### src/hdl/xdata_steer_pkg.sv
package xdata_steer_pkg;

  // Register byte offsets on the register bus
  localparam logic [7:0]  OFFS_SYSCTL   = 8'h00;  // system_control_reg
  localparam logic [7:0]  OFFS_PAGE     = 8'h04;  // page_high_byte_reg
  localparam logic [7:0]  OFFS_PTRSEL   = 8'h08;  // pointer_select_reg
  localparam logic [7:0]  OFFS_PTRVAL   = 8'h0C;  // Contents of the selected data_pointer
  localparam logic [7:0]  OFFS_STATUS   = 8'h10;  // Last routing decision
  localparam logic [7:0]  OFFS_LASTADDR = 8'h14;  // Last effective address

  // Field positions in system_control_reg
  localparam int          BIT_DISABLE   = 0;      // onchip_access_disable
  localparam int          BIT_VISIBLE   = 1;      // onchip_access_visible

  // Field positions in the status register
  localparam int          BIT_ST_ONCHIP = 0;
  localparam int          BIT_ST_LOWBUS = 1;
  localparam int          BIT_ST_HIGHBUS = 2;
  localparam int          BIT_ST_STROBE = 3;

  // Values after reset
  localparam logic        DISABLE_RST   = 1'b1;
  localparam logic        VISIBLE_RST   = 1'b0;
  localparam logic [7:0]  PAGE_RST      = 8'h00;
  localparam logic [2:0]  PTRSEL_RST    = 3'h0;
  localparam logic [15:0] PTR_RST       = 16'h0000;

  // On-chip RAM/CAN window
  localparam logic [15:0] ONCHIP_BASE   = 16'hF700;
  localparam logic [7:0]  ONCHIP_PAGE   = 8'hF7;

  // Bus answers
  localparam logic [1:0]  RESP_OKAY     = 2'b00;
  localparam logic [1:0]  RESP_SLVERR   = 2'b10;

  // Kind of external move, one-hot
  typedef enum logic [1:0] {
    KIND_POINTER = 2'b01,  // 16-bit pointer indirect
    KIND_PAGE    = 2'b10   // 8-bit indirect with page byte
  } move_kind_t;

  // Routing decision for one external move
  typedef struct packed {
    logic onchip;    // On-chip RAM/CAN used
    logic low_bus;   // low_addr_data_port in bus mode
    logic high_bus;  // high_addr_port in bus mode
    logic strobe;    // Read/write strobes active
  } route_t;

  // Decide routing from the map bits, the program-select pin and the range test
  function automatic route_t decide_route(input logic is_page,
                                          input logic in_range,
                                          input logic disable_bit,
                                          input logic visible_bit,
                                          input logic ext_prog);
    route_t r;
    r = '0;
    if (disable_bit || !in_range) begin
      r.onchip   = 1'b0;
      r.low_bus  = 1'b1;
      r.high_bus = !is_page;
      r.strobe   = 1'b1;
    end else begin
      r.onchip   = 1'b1;
      r.strobe   = visible_bit;
      r.low_bus  = visible_bit || !ext_prog;
      r.high_bus = !is_page && (visible_bit || !ext_prog);
    end
    return r;
  endfunction : decide_route

endpackage : xdata_steer_pkg

### src/hdl/data_pointer_bank.sv
`timescale 1ns/1ns
// Bank of selectable 16-bit data pointers; only the addressed one changes
module data_pointer_bank
  import xdata_steer_pkg::*;
#(
  parameter int NUM_PTR = 8,
  parameter int SEL_W   = 3
) (
  input  wire logic             clk_i,
  input  wire logic             rst_i,
  input  wire logic             wr_en_i,
  input  wire logic [SEL_W-1:0] wr_sel_i,
  input  wire logic [15:0]      wr_data_i,
  input  wire logic [1:0]       wr_strb_i,
  input  wire logic [SEL_W-1:0] rd_sel_i,
  output logic      [15:0]      rd_data_o
);

  // Pointer storage, one word per pointer
  logic [15:0] ptr_mem [NUM_PTR];

  // One write port per pointer; others hold their value
  for (genvar g = 0; g < NUM_PTR; g++) begin : g_ptr
    always_ff @(posedge clk_i or posedge rst_i) begin
      if (rst_i) begin
        ptr_mem[g] <= PTR_RST;
      end else if (wr_en_i && (wr_sel_i == SEL_W'(g))) begin  // [RULE_10]
        if (wr_strb_i[0]) begin
          ptr_mem[g][7:0] <= wr_data_i[7:0];
        end
        if (wr_strb_i[1]) begin
          ptr_mem[g][15:8] <= wr_data_i[15:8];
        end
      end
    end
  end

  // Selected pointer out
  assign rd_data_o = ptr_mem[rd_sel_i];  // [RULE_11]

endmodule : data_pointer_bank

### src/hdl/xdata_access_steering.sv
// The register offsets and register access over AXI4-Lite are this design's own decisions.
`timescale 1ns/1ns
// Operation
// [RULE_01] Pointer below window: external, both ports bus, strobes
// [RULE_02] Page below window: external, low bus, high I/O
// [RULE_03] Map 00, pin low, pointer: on-chip, bus, no strobes
// [RULE_04] Map 00, pin high: on-chip, ports I/O, no strobes
// [RULE_05] Map 00, pin low, page: on-chip, low bus only
// [RULE_06] Visible, pointer in window: on-chip, bus, strobes active
// [RULE_07] Visible, page in window: on-chip, low bus, strobes
// [RULE_08] Disable set: every move external with strobes
// [RULE_09] Eight independent 16-bit data pointers
// [RULE_10] Only the selected pointer is used or changed
// [RULE_11] Pointer select register chooses the active pointer
// [RULE_12] Pointer in window means F700 to FFFF
// [RULE_13] Page register supplies address bits 8 to 15
// [RULE_14] Disable bit set by reset, never by software
// [RULE_15] Disable set routes all moves to external bus
// [RULE_16] Page F7 or above counts as in window
module xdata_access_steering
  import xdata_steer_pkg::*;
#(
  parameter int NUM_PTR = 8,
  parameter int SEL_W   = 3
) (
  input  wire logic        clk_i,
  input  wire logic        rst_i,
  // Register bus, AXI4-Lite slave
  input  wire logic [7:0]  s_axi_awaddr,
  input  wire logic        s_axi_awvalid,
  output logic             s_axi_awready,
  input  wire logic [31:0] s_axi_wdata,
  input  wire logic [3:0]  s_axi_wstrb,
  input  wire logic        s_axi_wvalid,
  output logic             s_axi_wready,
  output logic [1:0]       s_axi_bresp,
  output logic             s_axi_bvalid,
  input  wire logic        s_axi_bready,
  input  wire logic [7:0]  s_axi_araddr,
  input  wire logic        s_axi_arvalid,
  output logic             s_axi_arready,
  output logic [31:0]      s_axi_rdata,
  output logic [1:0]       s_axi_rresp,
  output logic             s_axi_rvalid,
  input  wire logic        s_axi_rready,
  // External move requests from the CPU core
  input  wire logic        move_req_i,
  input  wire move_kind_t  move_kind_i,
  input  wire logic [7:0]  move_low_addr_i,
  input  wire logic        external_program_select_i,
  // Routing result toward ports, strobes and on-chip RAM
  output logic             route_valid_o,
  output logic             route_onchip_o,
  output logic             low_addr_data_port_bus_o,
  output logic             high_addr_port_bus_o,
  output logic             strobes_active_o,
  output logic [15:0]      eff_addr_o
);

  // Control and state registers
  logic             disable_reg;       // onchip_access_disable
  logic             visible_reg;       // onchip_access_visible
  logic [7:0]       page_high_byte_reg;
  logic [SEL_W-1:0] pointer_select_reg;
  route_t           route_reg;         // Last decision
  logic             route_valid_reg;   // One-cycle result pulse
  logic [15:0]      eff_addr_reg;

  // Write channel state
  logic             awready_reg;
  logic             wready_reg;
  logic             aw_have_reg;
  logic             w_have_reg;
  logic [7:0]       waddr_reg;
  logic [31:0]      wdata_reg;
  logic [3:0]       wstrb_reg;
  logic             bvalid_reg;
  logic [1:0]       bresp_reg;

  // Read channel state
  logic             arready_reg;
  logic             rvalid_reg;
  logic [31:0]      rdata_reg;
  logic [1:0]       rresp_reg;

  // Shared decode
  logic             wr_fire;           // Both halves of a write held
  logic [15:0]      ptr_value;         // Active pointer contents
  logic             ptr_wr_en;
  logic [15:0]      move_addr;         // Effective address of the move
  logic             move_is_page;
  logic             move_in_range;
  route_t           route_next;

  // Address is mapped when it hits one of the six words
  function automatic logic addr_mapped(input logic [7:0] a);
    return (a == OFFS_SYSCTL) || (a == OFFS_PAGE) || (a == OFFS_PTRSEL) ||
           (a == OFFS_PTRVAL) || (a == OFFS_STATUS) || (a == OFFS_LASTADDR);
  endfunction : addr_mapped

  // A write fires once address and data are both held and no answer waits;
  // the held copies let the two channels arrive in either order
  assign wr_fire   = aw_have_reg && w_have_reg && !bvalid_reg;
  // Only the pointer word reaches the bank, so other words never disturb it
  assign ptr_wr_en = wr_fire && (waddr_reg == OFFS_PTRVAL);

  // Pointer bank; writes reach only the selected pointer
  data_pointer_bank #(
    .NUM_PTR (NUM_PTR),
    .SEL_W   (SEL_W)
  ) u_ptr_bank (
    .clk_i     (clk_i),
    .rst_i     (rst_i),
    .wr_en_i   (ptr_wr_en),
    .wr_sel_i  (pointer_select_reg),  // [RULE_10]
    .wr_data_i (wdata_reg[15:0]),
    .wr_strb_i (wstrb_reg[1:0]),
    .rd_sel_i  (pointer_select_reg),  // [RULE_11]
    .rd_data_o (ptr_value)
  );  // [RULE_09]

  // Effective address and range test for the move being requested
  always_comb begin
    move_is_page = (move_kind_i == KIND_PAGE);
    if (move_is_page) begin
      move_addr     = {page_high_byte_reg, move_low_addr_i};  // [RULE_13]
      move_in_range = (page_high_byte_reg >= ONCHIP_PAGE);    // [RULE_16]
    end else begin
      move_addr     = ptr_value;                              // [RULE_11]
      move_in_range = (ptr_value >= ONCHIP_BASE);             // [RULE_12]
    end
    // Below window goes out on the bus: [RULE_01] [RULE_02]
    // Disable forces the external bus: [RULE_08] [RULE_15]
    // On-chip modes by map bits and pin: [RULE_03] [RULE_04] [RULE_05]
    // Visible on-chip modes: [RULE_06] [RULE_07]
    route_next = decide_route(move_is_page, move_in_range, disable_reg,
                              visible_reg, external_program_select_i);
  end

  // Latch routing for each request; result stands until the next request
  always_ff @(posedge clk_i or posedge rst_i) begin
    if (rst_i) begin
      route_reg       <= '0;
      eff_addr_reg    <= 16'h0000;
      route_valid_reg <= 1'b0;
    end else begin
      route_valid_reg <= move_req_i;
      if (move_req_i) begin
        route_reg    <= route_next;  // [RULE_01] [RULE_08]
        eff_addr_reg <= move_addr;   // [RULE_13]
      end
    end
  end

  // Map bits; the disable bit can only be cleared by software
  always_ff @(posedge clk_i or posedge rst_i) begin
    if (rst_i) begin
      disable_reg <= DISABLE_RST;  // [RULE_14]
      visible_reg <= VISIBLE_RST;
    end else if (wr_fire && (waddr_reg == OFFS_SYSCTL) && wstrb_reg[0]) begin
      // Writing one keeps it as is; once cleared, only reset returns it to one
      disable_reg <= disable_reg && wdata_reg[BIT_DISABLE];  // [RULE_14]
      visible_reg <= wdata_reg[BIT_VISIBLE];
    end
  end

  // Page byte register
  always_ff @(posedge clk_i or posedge rst_i) begin
    if (rst_i) begin
      page_high_byte_reg <= PAGE_RST;
    end else if (wr_fire && (waddr_reg == OFFS_PAGE) && wstrb_reg[0]) begin
      page_high_byte_reg <= wdata_reg[7:0];  // [RULE_13]
    end
  end

  // Pointer select register
  always_ff @(posedge clk_i or posedge rst_i) begin
    if (rst_i) begin
      pointer_select_reg <= PTRSEL_RST;
    end else if (wr_fire && (waddr_reg == OFFS_PTRSEL) && wstrb_reg[0]) begin
      pointer_select_reg <= wdata_reg[SEL_W-1:0];  // [RULE_11]
    end
  end

  // Write address channel; held until the answer is taken
  always_ff @(posedge clk_i or posedge rst_i) begin
    if (rst_i) begin
      awready_reg <= 1'b0;
      aw_have_reg <= 1'b0;
      waddr_reg   <= 8'h00;
    end else if (s_axi_awvalid && awready_reg) begin
      // Address taken; refuse another until the answer is accepted
      awready_reg <= 1'b0;
      aw_have_reg <= 1'b1;
      waddr_reg   <= s_axi_awaddr;
    end else if (wr_fire) begin
      // Held address consumed by the write
      aw_have_reg <= 1'b0;
    end else if (!aw_have_reg && !bvalid_reg) begin
      // Idle again once the answer has gone
      awready_reg <= 1'b1;
    end
  end

  // Write data channel; may arrive before or after the address
  always_ff @(posedge clk_i or posedge rst_i) begin
    if (rst_i) begin
      wready_reg <= 1'b0;
      w_have_reg <= 1'b0;
      wdata_reg  <= 32'h0000_0000;
      wstrb_reg  <= 4'h0;
    end else if (s_axi_wvalid && wready_reg) begin
      // Data taken; held until the address is also here
      wready_reg <= 1'b0;
      w_have_reg <= 1'b1;
      wdata_reg  <= s_axi_wdata;
      wstrb_reg  <= s_axi_wstrb;
    end else if (wr_fire) begin
      // Held data consumed by the write
      w_have_reg <= 1'b0;
    end else if (!w_have_reg && !bvalid_reg) begin
      // Reopen only with no answer pending, so one write at a time
      wready_reg <= 1'b1;
    end
  end

  // Write response; read-only and unmapped words answer with an error
  always_ff @(posedge clk_i or posedge rst_i) begin
    if (rst_i) begin
      bvalid_reg <= 1'b0;
      bresp_reg  <= RESP_OKAY;
    end else if (wr_fire) begin
      bvalid_reg <= 1'b1;
      if (addr_mapped(waddr_reg) && (waddr_reg != OFFS_STATUS) &&
          (waddr_reg != OFFS_LASTADDR)) begin
        bresp_reg <= RESP_OKAY;
      end else begin
        bresp_reg <= RESP_SLVERR;
      end
    end else if (bvalid_reg && s_axi_bready) begin
      // Response taken; the write channels reopen next cycle
      bvalid_reg <= 1'b0;
    end
  end

  // Read channel; one word answered the cycle after the address is taken
  always_ff @(posedge clk_i or posedge rst_i) begin
    if (rst_i) begin
      arready_reg <= 1'b0;
      rvalid_reg  <= 1'b0;
      rdata_reg   <= 32'h0000_0000;
      rresp_reg   <= RESP_OKAY;
    end else if (s_axi_arvalid && arready_reg) begin
      arready_reg <= 1'b0;
      rvalid_reg  <= 1'b1;
      rresp_reg   <= addr_mapped(s_axi_araddr) ? RESP_OKAY : RESP_SLVERR;
      unique case (s_axi_araddr)
        OFFS_SYSCTL: begin
          rdata_reg <= {30'h0, visible_reg, disable_reg};
        end
        OFFS_PAGE: begin
          rdata_reg <= {24'h00_0000, page_high_byte_reg};
        end
        OFFS_PTRSEL: begin
          rdata_reg <= {{(32-SEL_W){1'b0}}, pointer_select_reg};
        end
        OFFS_PTRVAL: begin
          rdata_reg <= {16'h0000, ptr_value};  // [RULE_11]
        end
        OFFS_STATUS: begin
          rdata_reg <= {28'h000_0000, route_reg.strobe, route_reg.high_bus,
                        route_reg.low_bus, route_reg.onchip};
        end
        OFFS_LASTADDR: begin
          rdata_reg <= {16'h0000, eff_addr_reg};
        end
        default: begin
          // Unmapped word reads as zero
          rdata_reg <= 32'h0000_0000;
        end
      endcase
    end else if (rvalid_reg && s_axi_rready) begin
      // Answer accepted; the port reopens one cycle later
      rvalid_reg <= 1'b0;
    end else if (!rvalid_reg) begin
      // Ready only with no answer pending, so one read at a time
      arready_reg <= 1'b1;
    end
  end

  // Outputs, all from flip-flops
  assign s_axi_awready            = awready_reg;
  assign s_axi_wready             = wready_reg;
  assign s_axi_bvalid             = bvalid_reg;
  assign s_axi_bresp              = bresp_reg;
  assign s_axi_arready            = arready_reg;
  assign s_axi_rvalid             = rvalid_reg;
  assign s_axi_rdata              = rdata_reg;
  assign s_axi_rresp              = rresp_reg;
  assign route_valid_o            = route_valid_reg;
  assign route_onchip_o           = route_reg.onchip;
  assign low_addr_data_port_bus_o = route_reg.low_bus;
  assign high_addr_port_bus_o     = route_reg.high_bus;
  assign strobes_active_o         = route_reg.strobe;
  assign eff_addr_o               = eff_addr_reg;

endmodule : xdata_access_steering

### config.mk
export PLATFORM = sky130hd
export DESIGN_NAME = xdata_access_steering
export DESIGN_NICKNAME = d
export VERILOG_FILES = /design/src/hdl/xdata_steer_pkg.sv /design/src/hdl/data_pointer_bank.sv /design/src/hdl/xdata_access_steering.sv
export SDC_FILE = /design/constraint.sdc
export NUM_CORES = 1
export LEC_CHECK = 0
export CAP_MARGIN = 20
export CORE_UTILIZATION = 35
export CTS_BUF_LIST = sky130_fd_sc_hd__clkbuf_4 sky130_fd_sc_hd__clkbuf_8
export DETAILED_ROUTE_END_ITERATION = 8
export DONT_BUFFER_PORTS = 1
export PLACE_DENSITY = 0.56
export SYNTH_ARGS = -nofsm -noshare
export SYNTH_HDL_FRONTEND = slang
export SYNTH_HIERARCHICAL = 1
export SYNTH_SLANG_ARGS = --single-unit
### constraint.sdc
create_clock -name clk_i -period 5.9 [get_ports clk_i]
set_input_delay 0.59 -clock clk_i [delete_from_list [all_inputs] [get_ports clk_i]]
set_output_delay 0.59 -clock clk_i [all_outputs]
set_load 0.01 [all_outputs]
==> results of run 1 <==
==> power by group through the flow <==
| stage | sequential (mW) | combinational (mW) | clock (mW) |
|---|---|---|---|
| 6_report | 1.88 | 0.396 | 1.30 |
| 5_1_grt | 1.91 | 0.440 | 1.41 |
| 4_1_cts | 1.88 | 0.402 | 1.34 |
| 3_5_place_dp | 1.91 | 0.399 | 0 |
| 3_3_place_gp | 1.88 | 0.390 | 0 |
| 2_1_floorplan | 1.79 | 0.354 | 0 |
==> layout make-up <==
type | instances | area share
Inverter | 9 | 0.00358
Antenna cell | 1 | 0.000231
Tap cell | 372 | 0.0430
Clock inverter | 6 | 0.00323
Sequential cell | 213 | 0.492
Clock buffer | 54 | 0.0623
Timing Repair Buffer | 7 | 0.00508
Multi-Input combinational cell | 442 | 0.390
==> cell families (layout without fill, tap and decap cells) <==
kind of cell	Yosys count	count (layout)	synth area share
flip-flops	213	213	0.543
AND/OR/NAND/NOR	128	128	0.0678
buffers and inverters	58	76	0.0327
AO/OA/AOI/OAI	71	71	0.0501
other	1	19	0.000382
multiplexers	225	225	0.306
==> worst paths after layout <==
kind,from,to,slack [ns],cells after the start
max,waddr_reg[7],u_ptr_bank/ptr_mem[110],2.83,6
min,move_req_i,route_valid_o,0.12,0
max reg2reg,waddr_reg[7],u_ptr_bank/ptr_mem[110],2.83,6
min reg2reg,disable_reg,disable_reg,0.49,1
max in group asynchronous,rst_i,waddr_reg[0],4.25,3
min in group asynchronous,rst_i,u_ptr_bank/ptr_mem[62],0.17,1
==> stage by stage <==
| step | instance area [um^2] | cells |
|---|---|---|
| 6_report | 10800 | 1104 |
| 5_1_grt | 10800 | 1103 |
| 4_1_cts | 10800 | 1102 |
| 3_5_place_dp | 10100 | 1041 |
| 3_3_place_gp | 10100 | 1041 |
| 2_1_floorplan | 9880 | 713 |
==> critical path, cell delays in order, from the launching register on <==
cell     delay [ns]
dfrtp_1        0.38
or4_4          0.55
nor4_4         0.38
and3_2         0.38
nand2_1        0.13
nor3_2         0.70
mux2_2         0.41
==> Yosys cell counts, types with 2 or more instances <==
| cell type | n |
|---|---|
| nand3_1 | 4 |
| mux4_2 | 5 |
| mux4_1 | 28 |
| o31ai_1 | 2 |
| o21ai_0 | 17 |
| buf_6 | 4 |
| nor2_1 | 22 |
| nor2b_1 | 4 |
| a31oi_1 | 19 |
| buf_1 | 4 |
| nand3b_1 | 5 |
| a22oi_1 | 10 |
| o21a_1 | 4 |
| buf_4 | 18 |
| clkbuf_2 | 2 |
| a22o_1 | 2 |
| nor2_2 | 12 |
| a32o_1 | 4 |
| dfrtp_1 | 212 |
| inv_1 | 9 |
| mux2_2 | 187 |
| or4_4 | 2 |
| nand2b_1 | 6 |
| clkbuf_1 | 18 |
| nor3b_1 | 2 |
| a21oi_1 | 3 |
| buf_2 | 3 |
| o22ai_1 | 2 |
| nor3_2 | 2 |
| mux2i_1 | 5 |
| nand2_1 | 60 |
==> per-layer routing <==
metal | GRT usage | up-vias | share of wire
met3 | 0.0476 | 43 | 0.067
met5 | 0 | - | 0.00058
met2 | 0.270 | 164 | 0.48
met4 | 0.0529 | 2 | 0.023
met1 | 0.201 | 3003 | 0.43
li1 | - | 2581 | -
==> flow_summary_export.csv, run 1 <==
group,metric,value,unit
run_status,outcome,"finished clean",
cells_and_area,final_common_cell,"dfrtp_1",
logic_synthesis,ys_async_sr_fraction,1.00,
timing,fin_tns_setup,0,ns
placed_design,dp_hpwl,15.2,mm
timing,finalHoldViolCount,0,
cells_and_area,nets,780,
floorplan,rows,60,
floorplan,dieWidth,169,um
routing,vias_per_cell,5.25,
pwr,intPower,2.53,mW
floorplan,initial_core_util,0.360,
pwr,pwr-share-seq,0.527,
worst_hold_path,hold_class,"primary input to flop",
floorplan,die_h,169,um
timing,layout_setup_ws,2.83,ns
cells_and_area,fin_util,0.397,
setup_path,worstSetupStartpointType,"flop",
clock_tree,clockBufferDepth,3,
routing,wl,22.5,mm
clock_tree,cts_tree,"done",
global_routing,grt_pass1_vias,6215,
clock_tree,htree_levels,2,
logic_synthesis,synth_cell_types,50,
timing,skew,0.0252,ns
routing,drt_first_pass_iters,4,
cells_and_area,largest_reg_flops,128,
cells_and_area,regArea,0.00533,mm^2
timing,relSlewSlack,0.305,
flow_run,maxCapViolations,0,
pwr,p_sw,1.04,mW
cells_and_area,fillerInstances,2560,
pwr,combPwrFrac,0.111,
setup_path,cp_max_fo,8,
logic_synthesis,synth_cells,696,
pwr,p_sw_frac,0.290,
placed_design,finalWeightedCongestion,0.844,
clock_tree,cts_sinks,213,
routing,drc,0,
logic_synthesis,synth.avg_cell_area,14.1,um^2
pwr,power,3.57,mW
setup_path,cp.required,6.28,ns
clock_tree,insertion_delay,0.52,ns
global_routing,grt_max_degree,77,
global_routing,grt_antenna_before_repair,3,
cells_and_area,drive_gt1_frac,0.389,
clock_tree,cts_resized,0,
logic_synthesis,synth_top_area_cell,"dfrtp_1",
timing,tightest_slew,1.04,ns
setup_path,critPathArrivalTime,3.45,ns
clock_tree,path_clk_slew,0.06,ns
setup_path,worst-setup-path-type,"flop to flop",
floorplan,core,0.0273,mm^2
pwr,powerDensity,330,mW/mm^2
logic_synthesis,synth.top_cell.area_share,0.540,
logic_synthesis,synth_edf_count,0,
cells_and_area,multiInputGateArea,0.00423,mm^2
clock_tree,cts_hold_buffers,1,
routing,drt_iter0_markers,331,
timing,finalMaxSlewViolations,0,
floorplan,fp.dieArea,0.0287,mm^2
pwr,leakage,5.00,nW
timing,whs,0.117,ns
logic_synthesis,ys_ff_latch,213,
clock_tree,cts_buffers,36,
pwr,pwr-share-clk,0.363,
setup_path,worstSetupEndpointType,"flop",
timing,period_needed,3.07,ns
clock_tree,post_cts_buffers,0,
routing,wl_per_cell,20.4,um
global_routing,grt_overflow,0,
cells_and_area,area_growth,10.3,%
global_routing,grt_pass1_wl,35.4,mm
cells_and_area,layout_common_cells,"dfrtp_1, mux2_2, nand2_1",
clock_tree,cts_root_buffer,"clkbuf_8",
floorplan,io_pins,133,
timing,fmax,326,MHz
routing,vias,5793,
logic_synthesis,ys_top_cells_by_area,"dfrtp_1, mux2_2, mux4_1, nand2_1, buf_4",
routing,postRouteAntennaNets,0,
global_routing,grt_use_total,0.162,
cells_and_area,largest_register,"u_ptr_bank/ptr_mem",
timing,rsz0062_at_grt,"false",
timing,fin_crit_sh,0.520,
timing,finalSetupViolCount,0,
pwr,ir_drop,0.129,mV
logic_synthesis,yosysSeqAreaShare,0.543,
logic_synthesis,yosysWarnings,6,
logic_synthesis,yosys_most_used_dff,"dfrtp_1",
placed_design,port_buffers,0,
logic_synthesis,synth_area,0.00982,mm^2
placed_design,dp_slack,2.80,ns
(Power assumes the default switching activity.)
==> inputs of run 2 (changes only) <==
Settings changed: ABC_AREA from default to 1, PLACE_DENSITY 0.56 to 0.58.
Clock period 5.9 ns to 2.6 ns, I/O delays scaled along.
==> flow_summary_export.csv, run 2 <==
group,metric,value,unit
run_status,outcome,"finished clean",
cells_and_area,nets,1499,
timing,period_needed,2.21,ns
timing,fmax,452,MHz
routing,wl_per_cell,14.6,um
clock_tree,cts_root_buffer,"clkbuf_8",
floorplan,io_pins,133,
cells_and_area,final_cells,1841,
logic_synthesis,yosys_most_used_dff,"dfrtp_1",
routing,met2WireLength,12.4,mm
cells_and_area,layout_common_cells,"nand2_1, dfrtp_1, inv_1",
logic_synthesis,synth_cell_types,29,
placed_design,place_area,0.0110,mm^2
clock_tree,cts_resized,0,
timing,rsz0062_at_grt,"false",
timing,finalHoldViolCount,0,
logic_synthesis,synth_area,0.0107,mm^2
cells_and_area,drive_gt1_frac,0.117,
clock_tree,clockBufferDepth,3,
timing,finalSetupViolCount,0,
placed_design,placed_cells,1741,
cells_and_area,fillerInstances,3080,
logic_synthesis,synth.avg_cell_area,7.70,um^2
logic_synthesis,synth_edf_count,0,
placed_design,dp_hpwl,18.2,mm
routing,drt_first_pass_iters,8,
cells_and_area,largest_register,"u_ptr_bank/ptr_mem",
cells_and_area,largest_reg_flops,128,
routing,wl,26.9,mm
placed_design,finalWeightedCongestion,0.829,
global_routing,grt_pass1_wl,43.9,mm
routing,drt_iter0_markers,636,
logic_synthesis,synth_cells,1390,
logic_synthesis,synthTopCellsByCount,"nand2_1, dfrtp_1, inv_1, nand3_1, o21ai_0",
clock_tree,cts_sinks,213,
timing,tightest_slew,0.807,ns
floorplan,die_h,177,um
logic_synthesis,yosys.cell_count.top_type,"nand2_1",
pwr,leakage,5.88,nW
setup_path,cp.required,3.04,ns
global_routing,grt_max_degree,71,
logic_synthesis,yosysWarnings,6,
logic_synthesis,ys_ff_latch,213,
setup_path,worst-setup-path-type,"flop to flop",
worst_hold_path,hold_class,"primary input to flop",
pwr,powerDensity,793,mW/mm^2
logic_synthesis,ys_top_cells_by_area,"dfrtp_1, nand2_1, inv_1, nand3_1, o21ai_0",
clock_tree,htree_levels,2,
placed_design,port_buffers,0,
cells_and_area,final_common_cell,"nand2_1",
global_routing,grt_pass1_vias,8289,
logic_synthesis,synth_top_area_cell,"dfrtp_1",
clock_tree,cts_buffers,37,
clock_tree,insertion_delay,0.54,ns
routing,vias_per_cell,4.67,
cells_and_area,final_cell_area,0.0121,mm^2
clock_tree,post_cts_buffers,0,
global_routing,grt_use_total,0.177,
floorplan,rows,63,
floorplan,core,0.0299,mm^2
setup_path,worstSetupEndpointType,"flop",
logic_synthesis,ys_async_sr_fraction,1.00,
pwr,ir_drop,0.687,mV
routing,vias,8589,
timing,whs,0.0360,ns
cells_and_area,diodes,0,
setup_path,cp_max_fo,16,
global_routing,grt_overflow,0,
setup_path,critPathArrivalTime,2.65,ns
clock_tree,cts_tree,"done",
cells_and_area,area_growth,13.3,%
setup_path,worstSetupStartpointType,"flop",
floorplan,initial_core_util,0.358,
timing,finalMaxSlewViolations,0,
timing,relSlewSlack,0.461,
routing,wl_met1,12.8,mm
routing,drc,0,
logic_synthesis,yosysSeqAreaShare,0.498,
timing,fin_tns_setup,0,ns
routing,top_layer_used,"met4",
global_routing,grt_antenna_before_repair,0,
routing,postRouteAntennaNets,0,
flow_run,maxCapViolations,0,
logic_synthesis,synth.top_cell.area_share,0.496,
timing,skew,0.0216,ns
timing,fin_crit_sh,0.851,
floorplan,dieWidth,177,um
routing,wl_met3,1.25,mm
clock_tree,path_clk_slew,0.06,ns
floorplan,fp.dieArea,0.0313,mm^2
-- run 2: cell types whose count changed after synthesis, moves of 15 or more --
cell / before / now
o21ai_2: 0 / 42
o21ai_0: 17 / 84
a31oi_1: 19 / 1
buf_2: 3 / 18
nand3_1: 4 / 96
nand2_1: 60 / 516
mux2_2: 187 / 0
mux4_1: 28 / 0
o21ai_1: 0 / 64
nand2_2: 0 / 18
inv_1: 9 / 199
-- run 2: area by class of cell --
type	instances	area, um^2	share of cell area
clock buffer	59	737	0.0608
clock inverter	3	18.8	0.00155
inverter	207	782	0.0645
multi-input combinational	914	4180	0.345
sequential	213	5330	0.440
tap	390	488	0.0402
timing repair buffer	55	583	0.0481
-- run 2: final timing paths --
| check | startpoint | to | slack, ns | depth (start not counted) |
|---|---|---|---|---|
| hold reg to reg | waddr_reg[1] | waddr_reg[1] | 0.48 | 2 |
| setup / recovery | s_axi_bvalid | u_ptr_bank/ptr_mem[126] | 0.39 | 8 |
| max in group asynchronous | rst_i | u_ptr_bank/ptr_mem[14] | 1.50 | 3 |
| setup reg to reg | s_axi_bvalid | u_ptr_bank/ptr_mem[126] | 0.39 | 8 |
| min in group asynchronous | rst_i | eff_addr_o[1] | 0.32 | 2 |
| hold / removal | move_kind_i[0] | eff_addr_o[3] | 0.04 | 3 |
-- run 2: report_power, final --
part           internal (mW)  switching [mW]  total (mW)
Combinational          0.602            1.66        2.27
Clock                   1.79            1.37        3.16
Sequential              3.72           0.462        4.19
Total                   6.11            3.50        9.61
-- run 2: metal layers --
layer | up-vias | track usage
met3 | 31 | 0.0258
met4 | 0 | 0.0542
met5 | - | 0
met2 | 215 | 0.278
li1 | 4336 | -
met1 | 4007 | 0.253
-- run 2: cells by family after synthesis --
| logic type | count (synthesis) | share of synthesized area |
|---|---|---|
| other cells | 1 | 0.000350 |
| compound gates | 209 | 0.114 |
| flops | 213 | 0.498 |
| simple gates | 687 | 0.271 |
| buf+inv | 280 | 0.117 |
-- run 2: what timing repair did --
item / 4_1_cts / 5_1_grt
hold buffers: 38 / 0
endpoints found under the hold margin: 115 / 0
endpoints found under the setup margin: 0 / 0
-- run 2: through the flow --
step           power [mW]  setup slack, ns   util
2_1_floorplan        5.71            0.148      -
3_3_place_gp         6.43            0.461  0.368
3_5_place_dp         6.47            0.393  0.368
4_1_cts              9.71            0.381  0.406
5_1_grt              10.2            0.147  0.406
6_report             9.61            0.388  0.406
-- run 2: worst max-delay path, cell delays in order (launching register included) --
cell and delay (ns):
dfrtp_1 0.46, nor3_4 0.26, inv_1 0.12, nor3_1 0.21, buf_4 0.16, nand2_1 0.15, inv_1 0.14, nand3_2 0.30
o21ai_0 0.29
